==> src/include/supen_params.svh <==
// constants for the supply output enable register
`ifndef SUPEN_PARAMS_SVH
`define SUPEN_PARAMS_SVH

`define SUPEN_ADDR_W 8
`define SUPEN_DATA_W 16
`define SUPEN_REG_ADDR 8'h0D
`define SUPEN_BIT_LIMIT_SW 15
`define SUPEN_BIT_LREG4 11
`define SUPEN_BIT_LREG3 10
`define SUPEN_BIT_LREG2 9
`define SUPEN_BIT_LREG1 8
`define SUPEN_BIT_SW6 5
`define SUPEN_BIT_SW5 4
`define SUPEN_BIT_SW4 3
`define SUPEN_BIT_SW3 2
`define SUPEN_BIT_SW2 1
`define SUPEN_BIT_SW1 0
`define SUPEN_IMPL_MASK 16'h8F3F
`define SUPEN_RESET_VAL 16'h0000
`define SUPEN_NUM_SUPPLIES 11

`endif

==> src/include/supen_pkg.sv <==
// types shared by the supply output enable register files
package supen_pkg;

    typedef logic [15:0] supen_word_t;
    typedef logic [7:0] supen_addr_t;
    typedef logic [10:0] supen_supply_t;

    // index of each supply in the packed supply vectors
    typedef enum logic [3:0] {
        SUPEN_IDX_SW1 = 4'h0,
        SUPEN_IDX_SW2 = 4'h1,
        SUPEN_IDX_SW3 = 4'h2,
        SUPEN_IDX_SW4 = 4'h3,
        SUPEN_IDX_SW5 = 4'h4,
        SUPEN_IDX_SW6 = 4'h5,
        SUPEN_IDX_LREG1 = 4'h6,
        SUPEN_IDX_LREG2 = 4'h7,
        SUPEN_IDX_LREG3 = 4'h8,
        SUPEN_IDX_LREG4 = 4'h9,
        SUPEN_IDX_LIMIT = 4'hA
    } supen_idx_t;

endpackage : supen_pkg

==> src/hdl/supen_reg.sv <==
// supply output enable request register
`timescale 1ns/1ps
`default_nettype none
`include "supen_params.svh"

module supen_reg
    import supen_pkg::*;
(
    input wire logic clock,
    input wire logic rstn,
    input wire logic ce,
    input wire logic [7:0] reg_addr,
    input wire logic reg_wr,
    input wire logic [15:0] reg_wdata,
    input wire logic reg_rd,
    input wire logic sm_restore,
    input wire logic [10:0] hold_off,
    output logic [15:0] reg_rdata,
    output logic reg_rd_ack,
    output logic limit_switch_on_request,
    output logic linear_reg_four_on,
    output logic linear_reg_three_on,
    output logic linear_reg_two_on,
    output logic linear_reg_one_on,
    output logic switcher_six_on,
    output logic switcher_five_on,
    output logic switcher_four_on,
    output logic switcher_three_on,
    output logic switcher_two_on,
    output logic switcher_one_on,
    output logic [10:0] supply_on
);

    localparam supen_word_t IMPL = `SUPEN_IMPL_MASK;
    localparam supen_word_t DEFV = `SUPEN_RESET_VAL;
    localparam int NSUP = `SUPEN_NUM_SUPPLIES;
    localparam supen_addr_t RADDR = `SUPEN_REG_ADDR;

    // read handshake states, one-hot
    typedef enum logic [1:0] {
        SUPEN_RD_IDLE = 2'b01,
        SUPEN_RD_ACK = 2'b10
    } supen_rd_state_t;

    logic hit;
    logic wr_hit;
    supen_word_t req_w;
    supen_supply_t req_vec;
    supen_word_t rdata_r;
    supen_word_t rdata_nxt;
    supen_word_t wr_bits;
    supen_word_t rd_word;
    supen_rd_state_t rd_state_r;
    supen_rd_state_t rd_state_nxt;
    supen_supply_t req_r;
    supen_supply_t req_nxt;
    supen_supply_t on_r;
    supen_supply_t on_nxt;

    // address decode; other addresses take no writes and read zero
    always_comb begin
        hit = 1'b0;
        if (reg_addr == RADDR) begin
            hit = 1'b1;
        end
    end

    assign wr_hit = reg_wr && hit;

    // write decode: only mapped positions take data
    always_comb begin
        wr_bits = '0;
        if (wr_hit) begin
            wr_bits = IMPL;
        end
    end

    // request storage, one cell per bit position
    genvar gi;
    generate
        for (gi = 0; gi < 16; gi = gi + 1) begin : g_bit
            supen_req_cell #(
                .IMPLEMENTED(IMPL[gi]),
                .DEFAULT_VAL(DEFV[gi])
            ) u_cell (
                .clock(clock),
                .rstn(rstn),
                .ce(ce),
                .restore(sm_restore),
                .wr(wr_bits[gi]),
                .wbit(reg_wdata[gi]),
                .q(req_w[gi])
            );
        end
    endgenerate

    // gather request bits into supply order
    always_comb begin
        req_vec = '0;
        req_vec[SUPEN_IDX_LIMIT] = req_w[`SUPEN_BIT_LIMIT_SW];
        req_vec[SUPEN_IDX_LREG4] = req_w[`SUPEN_BIT_LREG4];
        req_vec[SUPEN_IDX_LREG3] = req_w[`SUPEN_BIT_LREG3];
        req_vec[SUPEN_IDX_LREG2] = req_w[`SUPEN_BIT_LREG2];
        req_vec[SUPEN_IDX_LREG1] = req_w[`SUPEN_BIT_LREG1];
        req_vec[SUPEN_IDX_SW6] = req_w[`SUPEN_BIT_SW6];
        req_vec[SUPEN_IDX_SW5] = req_w[`SUPEN_BIT_SW5];
        req_vec[SUPEN_IDX_SW4] = req_w[`SUPEN_BIT_SW4];
        req_vec[SUPEN_IDX_SW3] = req_w[`SUPEN_BIT_SW3];
        req_vec[SUPEN_IDX_SW2] = req_w[`SUPEN_BIT_SW2];
        req_vec[SUPEN_IDX_SW1] = req_w[`SUPEN_BIT_SW1];
    end

    // read word built field by field; unmapped positions stay zero
    always_comb begin
        rd_word = '0;
        rd_word[`SUPEN_BIT_LIMIT_SW] = req_vec[SUPEN_IDX_LIMIT];
        rd_word[`SUPEN_BIT_LREG4] = req_vec[SUPEN_IDX_LREG4];
        rd_word[`SUPEN_BIT_LREG3] = req_vec[SUPEN_IDX_LREG3];
        rd_word[`SUPEN_BIT_LREG2] = req_vec[SUPEN_IDX_LREG2];
        rd_word[`SUPEN_BIT_LREG1] = req_vec[SUPEN_IDX_LREG1];
        rd_word[`SUPEN_BIT_SW6] = req_vec[SUPEN_IDX_SW6];
        rd_word[`SUPEN_BIT_SW5] = req_vec[SUPEN_IDX_SW5];
        rd_word[`SUPEN_BIT_SW4] = req_vec[SUPEN_IDX_SW4];
        rd_word[`SUPEN_BIT_SW3] = req_vec[SUPEN_IDX_SW3];
        rd_word[`SUPEN_BIT_SW2] = req_vec[SUPEN_IDX_SW2];
        rd_word[`SUPEN_BIT_SW1] = req_vec[SUPEN_IDX_SW1];
    end

    // read port returns requests, not actual supply state
    always_comb begin
        rdata_nxt = rdata_r;
        rd_state_nxt = rd_state_r;
        if (reg_rd) begin
            rdata_nxt = hit ? (rd_word & IMPL) : 16'h0000;
        end
        unique case (rd_state_r)
            SUPEN_RD_IDLE: begin
                if (reg_rd) begin
                    rd_state_nxt = SUPEN_RD_ACK;
                end
            end
            SUPEN_RD_ACK: begin
                if (!reg_rd) begin
                    rd_state_nxt = SUPEN_RD_IDLE;
                end
            end
            default: begin
                rd_state_nxt = SUPEN_RD_IDLE;
            end
        endcase
    end

    // read port registers
    always_ff @(posedge clock) begin
        if (!rstn) begin
            rdata_r <= 16'h0000;
            rd_state_r <= SUPEN_RD_IDLE;
        end else if (ce) begin
            rdata_r <= rdata_nxt;
            rd_state_r <= rd_state_nxt;
        end
    end

    // request mirror, one edge behind the cells
    always_comb begin
        req_nxt = req_vec;
    end

    // mirror registers
    always_ff @(posedge clock) begin
        if (!rstn) begin
            req_r <= 11'h000;
        end else if (ce) begin
            req_r <= req_nxt;
        end
    end

    // supply enables: request gated by hold-off
    always_comb begin
        on_nxt = '0;
        for (int k = 0; k < NSUP; k++) begin
            if (req_vec[k] && !hold_off[k]) begin
                on_nxt[k] = 1'b1;
            end
        end
    end

    // supply enable registers
    always_ff @(posedge clock) begin
        if (!rstn) begin
            on_r <= 11'h000;
        end else if (ce) begin
            on_r <= on_nxt;
        end
    end

    // outputs come straight from registers
    assign reg_rdata = rdata_r;
    // the acknowledge is the one-hot bit of the ack state
    assign reg_rd_ack = rd_state_r[1];
    assign supply_on = on_r;
    assign limit_switch_on_request = req_r[SUPEN_IDX_LIMIT];
    assign linear_reg_four_on = req_r[SUPEN_IDX_LREG4];
    assign linear_reg_three_on = req_r[SUPEN_IDX_LREG3];
    assign linear_reg_two_on = req_r[SUPEN_IDX_LREG2];
    assign linear_reg_one_on = req_r[SUPEN_IDX_LREG1];
    assign switcher_six_on = req_r[SUPEN_IDX_SW6];
    assign switcher_five_on = req_r[SUPEN_IDX_SW5];
    assign switcher_four_on = req_r[SUPEN_IDX_SW4];
    assign switcher_three_on = req_r[SUPEN_IDX_SW3];
    assign switcher_two_on = req_r[SUPEN_IDX_SW2];
    assign switcher_one_on = req_r[SUPEN_IDX_SW1];

endmodule : supen_reg

`default_nettype wire

==> src/hdl/supen_req_cell.sv <==
// one request bit of the supply output enable register
`timescale 1ns/1ps
`default_nettype none

module supen_req_cell #(
    parameter bit IMPLEMENTED = 1'b1,
    parameter bit DEFAULT_VAL = 1'b0
) (
    input wire logic clock,
    input wire logic rstn,
    input wire logic ce,
    input wire logic restore,
    input wire logic wr,
    input wire logic wbit,
    output logic q
);

    logic bit_r;
    logic bit_nxt;

    // restore beats a write; unimplemented bits stay zero
    always_comb begin
        bit_nxt = bit_r;
        if (!IMPLEMENTED) begin
            bit_nxt = 1'b0;
        end else if (restore) begin
            bit_nxt = DEFAULT_VAL;
        end else if (wr) begin
            bit_nxt = wbit;
        end
    end

    always_ff @(posedge clock) begin
        if (!rstn) begin
            bit_r <= IMPLEMENTED & DEFAULT_VAL;
        end else if (ce) begin
            bit_r <= bit_nxt;
        end
    end

    assign q = bit_r;

endmodule : supen_req_cell

`default_nettype wire

==> config.mk <==
export PLATFORM = sky130hd
export DESIGN_NAME = supen_reg
export DESIGN_NICKNAME = d
export VERILOG_FILES = /design/src/include/supen_pkg.sv /design/src/hdl/supen_reg.sv /design/src/hdl/supen_req_cell.sv
export VERILOG_INCLUDE_DIRS = /design/src /design/src/include
export SDC_FILE = /design/constraint.sdc
export NUM_CORES = 1
export LEC_CHECK = 0
export ABC_AREA = 1
export ABC_CLOCK_PERIOD_IN_PS = 900
export BUFFER_PORTS_ARGS = -buffer_cell sky130_fd_sc_hd__buf_2
export CAP_MARGIN = 40
export CORE_MARGIN = 5
export CORE_UTILIZATION = 35
export CTS_CLUSTER_SIZE = 28
export DETAILED_ROUTE_END_ITERATION = 8
export GPL_ROUTABILITY_DRIVEN = 1
export HOLD_SLACK_MARGIN = 0.08
export MAX_ROUTING_LAYER = met4
export PLACE_DENSITY = 0.68
export REMOVE_ABC_BUFFERS = 1
export SLEW_MARGIN = 10
export SYNTH_ARGS = -nofsm -noshare
export SYNTH_HDL_FRONTEND = slang
export SYNTH_SLANG_ARGS = --single-unit
==> constraint.sdc <==
create_clock -name clock -period 0.9 [get_ports clock]
set_input_delay 0.18 -clock clock [delete_from_list [all_inputs] [get_ports clock]]
set_output_delay 0.18 -clock clock [all_outputs]
set_load 0.1 [all_outputs]
==> out/metrics.cfg, run 1 <==
[status]
status = complete, but fails checks
violations = negative setup slack

[global_route]
grt_use_total = 0.144
grt_max_degree = 25
gr-usage-met1 = 0.162
grt_pass1_vias = 1860
globalRouteMet2Util = 0.240
grt_pass1_wl_um = 8150
grt_overflow_total = 0
grt_use_met3 = 0.0451
antenna_found_initial = 0
grt.busiest_layer = met2

[placement]
place_congestion = 0.763
io_buffers = 69
place_area_mm2 = 0.00289
dp_hpwl_um = 3620

[cells_and_area]
layout_common_cells = nand2_1 (62), buf_12 (37), buf_2 (35), dfxtp_2 (33)
fillerInstances = 495
areaGrowthSynthToFinish_pct = 62.4
final_cell_area_mm2 = 0.00313
ff_latch_area_um2 = 966
final_common_cell = nand2_1
n_antenna_cell = 0
fin_util = 0.576
multiInputGateArea_um2 = 877
drive_gt1_frac = 0.511
fin_nets = 361

[routing]
wire_per_inst_um = 12.8
wirelength_um = 5020
ant_nets = 0
drt_first_iter_violations = 109
dr_total_vias = 1805
first_pass_iters = 4
vias_per_cell = 4.59
drc_errors = 0

[pwr]
p_comb_frac = 0.191
p_switching_uw = 1260
vdd_drop_max_v = 0.000861
clock_power_share = 0.322
p_seq_frac = 0.487
power_density_mw_per_mm2 = 1420
power.internal_uw = 3180
leakagePower_uw = 0.00131
switching_share = 0.283

[clocking]
path_clk_slew_ps = 80
cts.htree.levels = 2
cts_tree = yes
cts_inserted_buffers = 5
worstSkewPairLatency_ps = 290
cts_root_buf = clkbuf_8
clock_sinks = 46
cts.path.max_buffers = 2
hold_buffers = 0

[die]
die_w_um = 84.2
rows = 27
core_area_mm2 = 0.00544
dieArea_mm2 = 0.00709
io_pins = 80
die_y_um = 84.2
start_util = 0.354

[worst_setup_path]
crit_fanout = 2
crit_path_start_kind = flip-flop
endpoint_kind = primary output
path_cells = buf_12
arrival_ps = 840
critical_path_class = flip-flop to primary output
crit_family = flip-flops
cp.buffers_inverters = 1
slowest_stage = dfxtp_2
max_stage_delay_ps = 370
cp.required_ps = 720

[timing]
maxSlewViolCount = 0
finalWorstSetupSlack_ps = -121
rsz0062_at_grt = yes
setup_viol = 34
max_freq_ghz = 0.980
fin_crit_ps = 1020
hold_viol_final = 0
tns_ps = -3590
period_share = 1.13
fin_skew_ps = 4.71

[synthesis]
ys_seq_elements = 46
synth_cell_types = 23
ys_warn_count = 0
synth_edf_count = 0
synth-seq-area-share = 0.478
syn_area_mm2 = 0.00193
synth_ff_type = dfxtp_1
avgSynthCellArea_um2 = 8.10
syn_inst = 238
ys_async_sr_fraction = 0

[run]
drv_cap = 0

[worst_hold_path]
holdCritPathClass = input port to flip-flop

## synth_stat cells, types with 2 or more instances
cell | number | share of area
nand2_1 | 62 | 0.12
dfxtp_1 | 46 | 0.48
a21oi_1 | 23 | 0.060
nor2_1 | 23 | 0.045
nand2_2 | 13 | 0.042
a2bb2oi_1 | 11 | 0.050
nand3_1 | 11 | 0.029
a21oi_2 | 10 | 0.045
inv_1 | 8 | 0.016
buf_4 | 7 | 0.027
buf_2 | 6 | 0.016
buf_1 | 2 | 0.0039
buf_6 | 2 | 0.012
clkbuf_1 | 2 | 0.0039
inv_2 | 2 | 0.0039
nor2_4 | 2 | 0.012
o211ai_1 | 2 | 0.0078
## metrics by stage
step           instances  hold WS (ps)  setup slack, ps  power, µW
3_3_place_gp         377           465             -207       3030
6_report             393           191             -121       4440
5_1_grt              393           194             -154       4650
4_1_cts              388           183             -129       4480
2_1_floorplan        222           249             -625       2680
3_5_place_dp         377           468             -237       3040
## layer usage
layer | part of all wire | vias up
met4 | 0.015 | 0
li1 | - | 918
met1 | 0.41 | 812
met5 | 0 | -
met2 | 0.50 | 68
met3 | 0.072 | 7
## layout make-up
type                            instances  share of cell area
Clock buffer                            8              0.0352
Inverter                               10              0.0120
Multi-Input combinational cell        167               0.280
Sequential cell                        46               0.308
Tap cell                               72              0.0288
Timing Repair Buffer                   90               0.336
## flip-flops by register name, indices dropped and copies added (netlist names)
signal / flops
g_bit.u_cell.q: 11
rd_state_r: 2
reg_rdata: 11
req_r: 11
supply_on: 11
## cells by family (layout without fill, tap and decap cells)
logic type | count (synthesis) | in the layout | synth area share
other cells | 1 | 5 | 0.00194
compound gates | 46 | 46 | 0.163
buf+inv | 30 | 108 | 0.0922
flops | 46 | 46 | 0.478
simple gates | 115 | 116 | 0.265
## power groups by stage
| stage | Combinational [µW] | Clock (µW) | Sequential (µW) |
|---|---|---|---|
| final | 850 | 1430 | 2160 |
| after global placement | 825 | 0 | 2200 |
| after floorplan | 295 | 0 | 2390 |
| after CTS | 836 | 1480 | 2160 |
| after detailed placement | 837 | 0 | 2200 |
| after global routing | 908 | 1580 | 2170 |
## worst paths after layout
kind              slack (ps)                  end               start  depth (start not counted)
setup / recovery        -120  linear_reg_three_on            req_r[8]                          1
hold / removal           190         supply_on[7]         hold_off[7]                          3
setup reg to reg          50        rd_state_r[1]       rd_state_r[1]                          6
hold reg to reg          470        reg_rdata[11]  g_bit[11].u_cell.q                          2
## timing repair
action | 4_1_cts | 5_1_grt
endpoints found under the setup margin | 34 | 46
pin swaps | 0 | 1
setup buffers | 4 | 4
resized for setup | 34 | 5
cloned | 0 | 1
Power figures use the tool's default switching activity.
==> run 2: changes to the inputs <==
--- a/config.mk
+++ b/config.mk
@@ -13,4 +13,5 @@
 export CORE_MARGIN = 5
 export CORE_UTILIZATION = 35
+export CTS_CLUSTER_DIAMETER = 80
 export CTS_CLUSTER_SIZE = 28
 export DETAILED_ROUTE_END_ITERATION = 8
@@ -20,4 +21,5 @@
 export PLACE_DENSITY = 0.68
 export REMOVE_ABC_BUFFERS = 1
+export SKIP_CTS_REPAIR_TIMING = 1
 export SLEW_MARGIN = 10
 export SYNTH_ARGS = -nofsm -noshare
==> constraint.sdc (replaced) <==
create_clock -name clock -period 0.9 [get_ports clock]
set_input_delay 0.045 -clock clock [delete_from_list [all_inputs] [get_ports clock]]
set_output_delay 0.045 -clock clock [all_outputs]
set_load 0.1 [all_outputs]
==> run 2 against run 1 <==
The flow still finishes with violations (negative setup slack). Final cell count rose by 0.25%. Count of clock-buffer cells in the layout fell by 1. First-iteration DRC count fell by 7.3%. Routed wire length fell by 1.4%. Setup slack improved by 93 ps. Sequential share of layout area rose by 0.17 points. Maximum frequency rose by 10%. Final area fell by 0.80%. Register-to-register slack improved by 30 ps. Largest power group unchanged.
==> out/metrics.cfg, run 2 (synthesized netlist as in run 1, its figures left out) <==
[worst_hold_path]
holdCritPathClass = input port to flip-flop
whs_path_depth = 3  ; unchanged

[routing]
wirelength_um = 4950  ; -1.4%
vias_per_cell = 4.52  ; -1.6%
ant_nets = 0  ; unchanged
drt_first_iter_violations = 101  ; -7.3%
dr_total_vias = 1780  ; -1.4%
wire_per_inst_um = 12.6  ; -1.6%
first_pass_iters = 4  ; unchanged
drc_errors = 0  ; unchanged

[timing]
setup_viol = 1  ; -97%
hold_viol_final = 0  ; unchanged
fin_crit_ps = 928  ; -92.9 ps
period_share = 1.03  ; -0.103
max_freq_ghz = 1.08  ; +10%
fin_skew_ps = 3.08  ; -1.63 ps
finalWorstSetupSlack_ps = -27.8  ; +92.9 ps
hold_ws_ps = 53.7  ; -137 ps
rsz0062_at_grt = yes
maxSlewViolCount = 0  ; unchanged

[cells_and_area]
n_antenna_cell = 0  ; unchanged
fin_nets = 362  ; +0.28%
layout_common_cells = nand2_1 (62), buf_12 (37), buf_2 (35), dfxtp_2 (34)
final_cell_area_mm2 = 0.00311  ; -0.80%
final_common_cell = nand2_1
final_cells = 394  ; +0.25%
fillerInstances = 490  ; -1.0%
areaGrowthSynthToFinish_pct = 61.1
drive_gt1_frac = 0.494  ; -0.0171
ff_latch_area_um2 = 963  ; -0.26%
multiInputGateArea_um2 = 845  ; -3.7%

[die]
rows = 27  ; unchanged
die_y_um = 84.2  ; unchanged
dieArea_mm2 = 0.00709  ; unchanged
start_util = 0.354  ; unchanged
core_area_mm2 = 0.00544  ; unchanged
io_pins = 80  ; unchanged
die_w_um = 84.2  ; unchanged

[clocking]
cts_inserted_buffers = 5  ; unchanged
clock_sinks = 46  ; unchanged
cts_root_buf = clkbuf_8
worstSkewPairLatency_ps = 290  ; about the same
cts.path.max_buffers = 2  ; unchanged
path_clk_slew_ps = 80  ; about the same
cts_tree = yes
cts.htree.levels = 2  ; unchanged

[worst_setup_path]
path_depth = 2  ; +1
slowest_stage = dfxtp_2
endpoint_kind = primary output
path_cells = buf_6 -> buf_12
rr_worst_depth = 6  ; unchanged
crit_path_start_kind = flip-flop
crit_fanout = 2  ; unchanged
arrival_ps = 880  ; +40 ps
max_stage_delay_ps = 330  ; -40 ps
cp.required_ps = 850  ; +130 ps
cp.buffers_inverters = 2  ; +1
critical_path_class = flip-flop to primary output
r2r_slack_ps = 80  ; +30 ps
crit_family = flip-flops

[global_route]
grt_pass1_wl_um = 8020  ; -1.5%
antenna_found_initial = 0  ; unchanged
grt_max_degree = 25  ; unchanged
grt_overflow_total = 0  ; unchanged
grt_use_total = 0.141  ; -0.00324
grt_pass1_vias = 1748  ; -6.0%

[status]
status = complete, but fails checks
violations = negative setup slack

[pwr]
leakagePower_uw = 0.00130  ; -0.78%
power_density_mw_per_mm2 = 1380  ; -2.7%
vdd_drop_max_v = 0.000810  ; -5.9%

[placement]
dp_cells = 376  ; -0.27%
place_area_mm2 = 0.00288  ; -0.26%
io_buffers = 69  ; unchanged
dp_hpwl_um = 3720  ; +2.7%
place_congestion = 0.765  ; +0.18%

[run]
drv_cap = 0  ; unchanged

==> run 2: worst paths after layout <==
| kind | endpoint | from |
|---|---|---|
| min reg2reg | reg_rdata[5] | g_bit[5].u_cell.q |
| max | reg_rd_ack | rd_state_r[1] |
| min | supply_on[4] | hold_off[4] |
| max reg2reg | rd_state_r[1] | rd_state_r[1] |
==> run 2: metal layers <==
layer	vias to the layer above	wire, µm	share of wire	track usage
li1	918	-	-	-
met1	794	2200	0.44	0.168
met2	57	2400	0.48	0.232
met3	11	251	0.051	0.0353
met4	0	99	0.020	0.0453
met5	-	0	0	-
==> run 2: layout make-up <==
cell class	instances	share of cell area
tap	72	0.0290
clock inverter	1	0.00161
clock buffer	7	0.0278
multi-input combinational	166	0.272
timing repair buffer	92	0.348
sequential	46	0.310
inverter	10	0.0121
==> run 2: worst reg2reg max path: stages (launching register included) <==
cell and delay (ps):
dfxtp_2 330, inv_1 80, nor2_1 40, nand2_1 70, o211ai_1 90, nand2_1 70
inv_1 40
==> run 2: report_power, final <==
part	total, µW	switching, µW	internal, µW
clock	1280	655	620
combinational	852	539	312
sequential	2160	58.0	2100
total	4290	1250	3030
==> run 2: through the flow <==
step                      utilization  TNS, ps  setup WS [ps]  total power, µW
after floorplan                     -   -15310           -625             2680
after global placement          0.530     -774          -71.2             3020
after detailed placement        0.530    -1370           -108             3040
after CTS                       0.547     -997          -67.8             4330
after global routing            0.571     -203          -62.1             4500
final                           0.571    -27.8          -27.8             4290
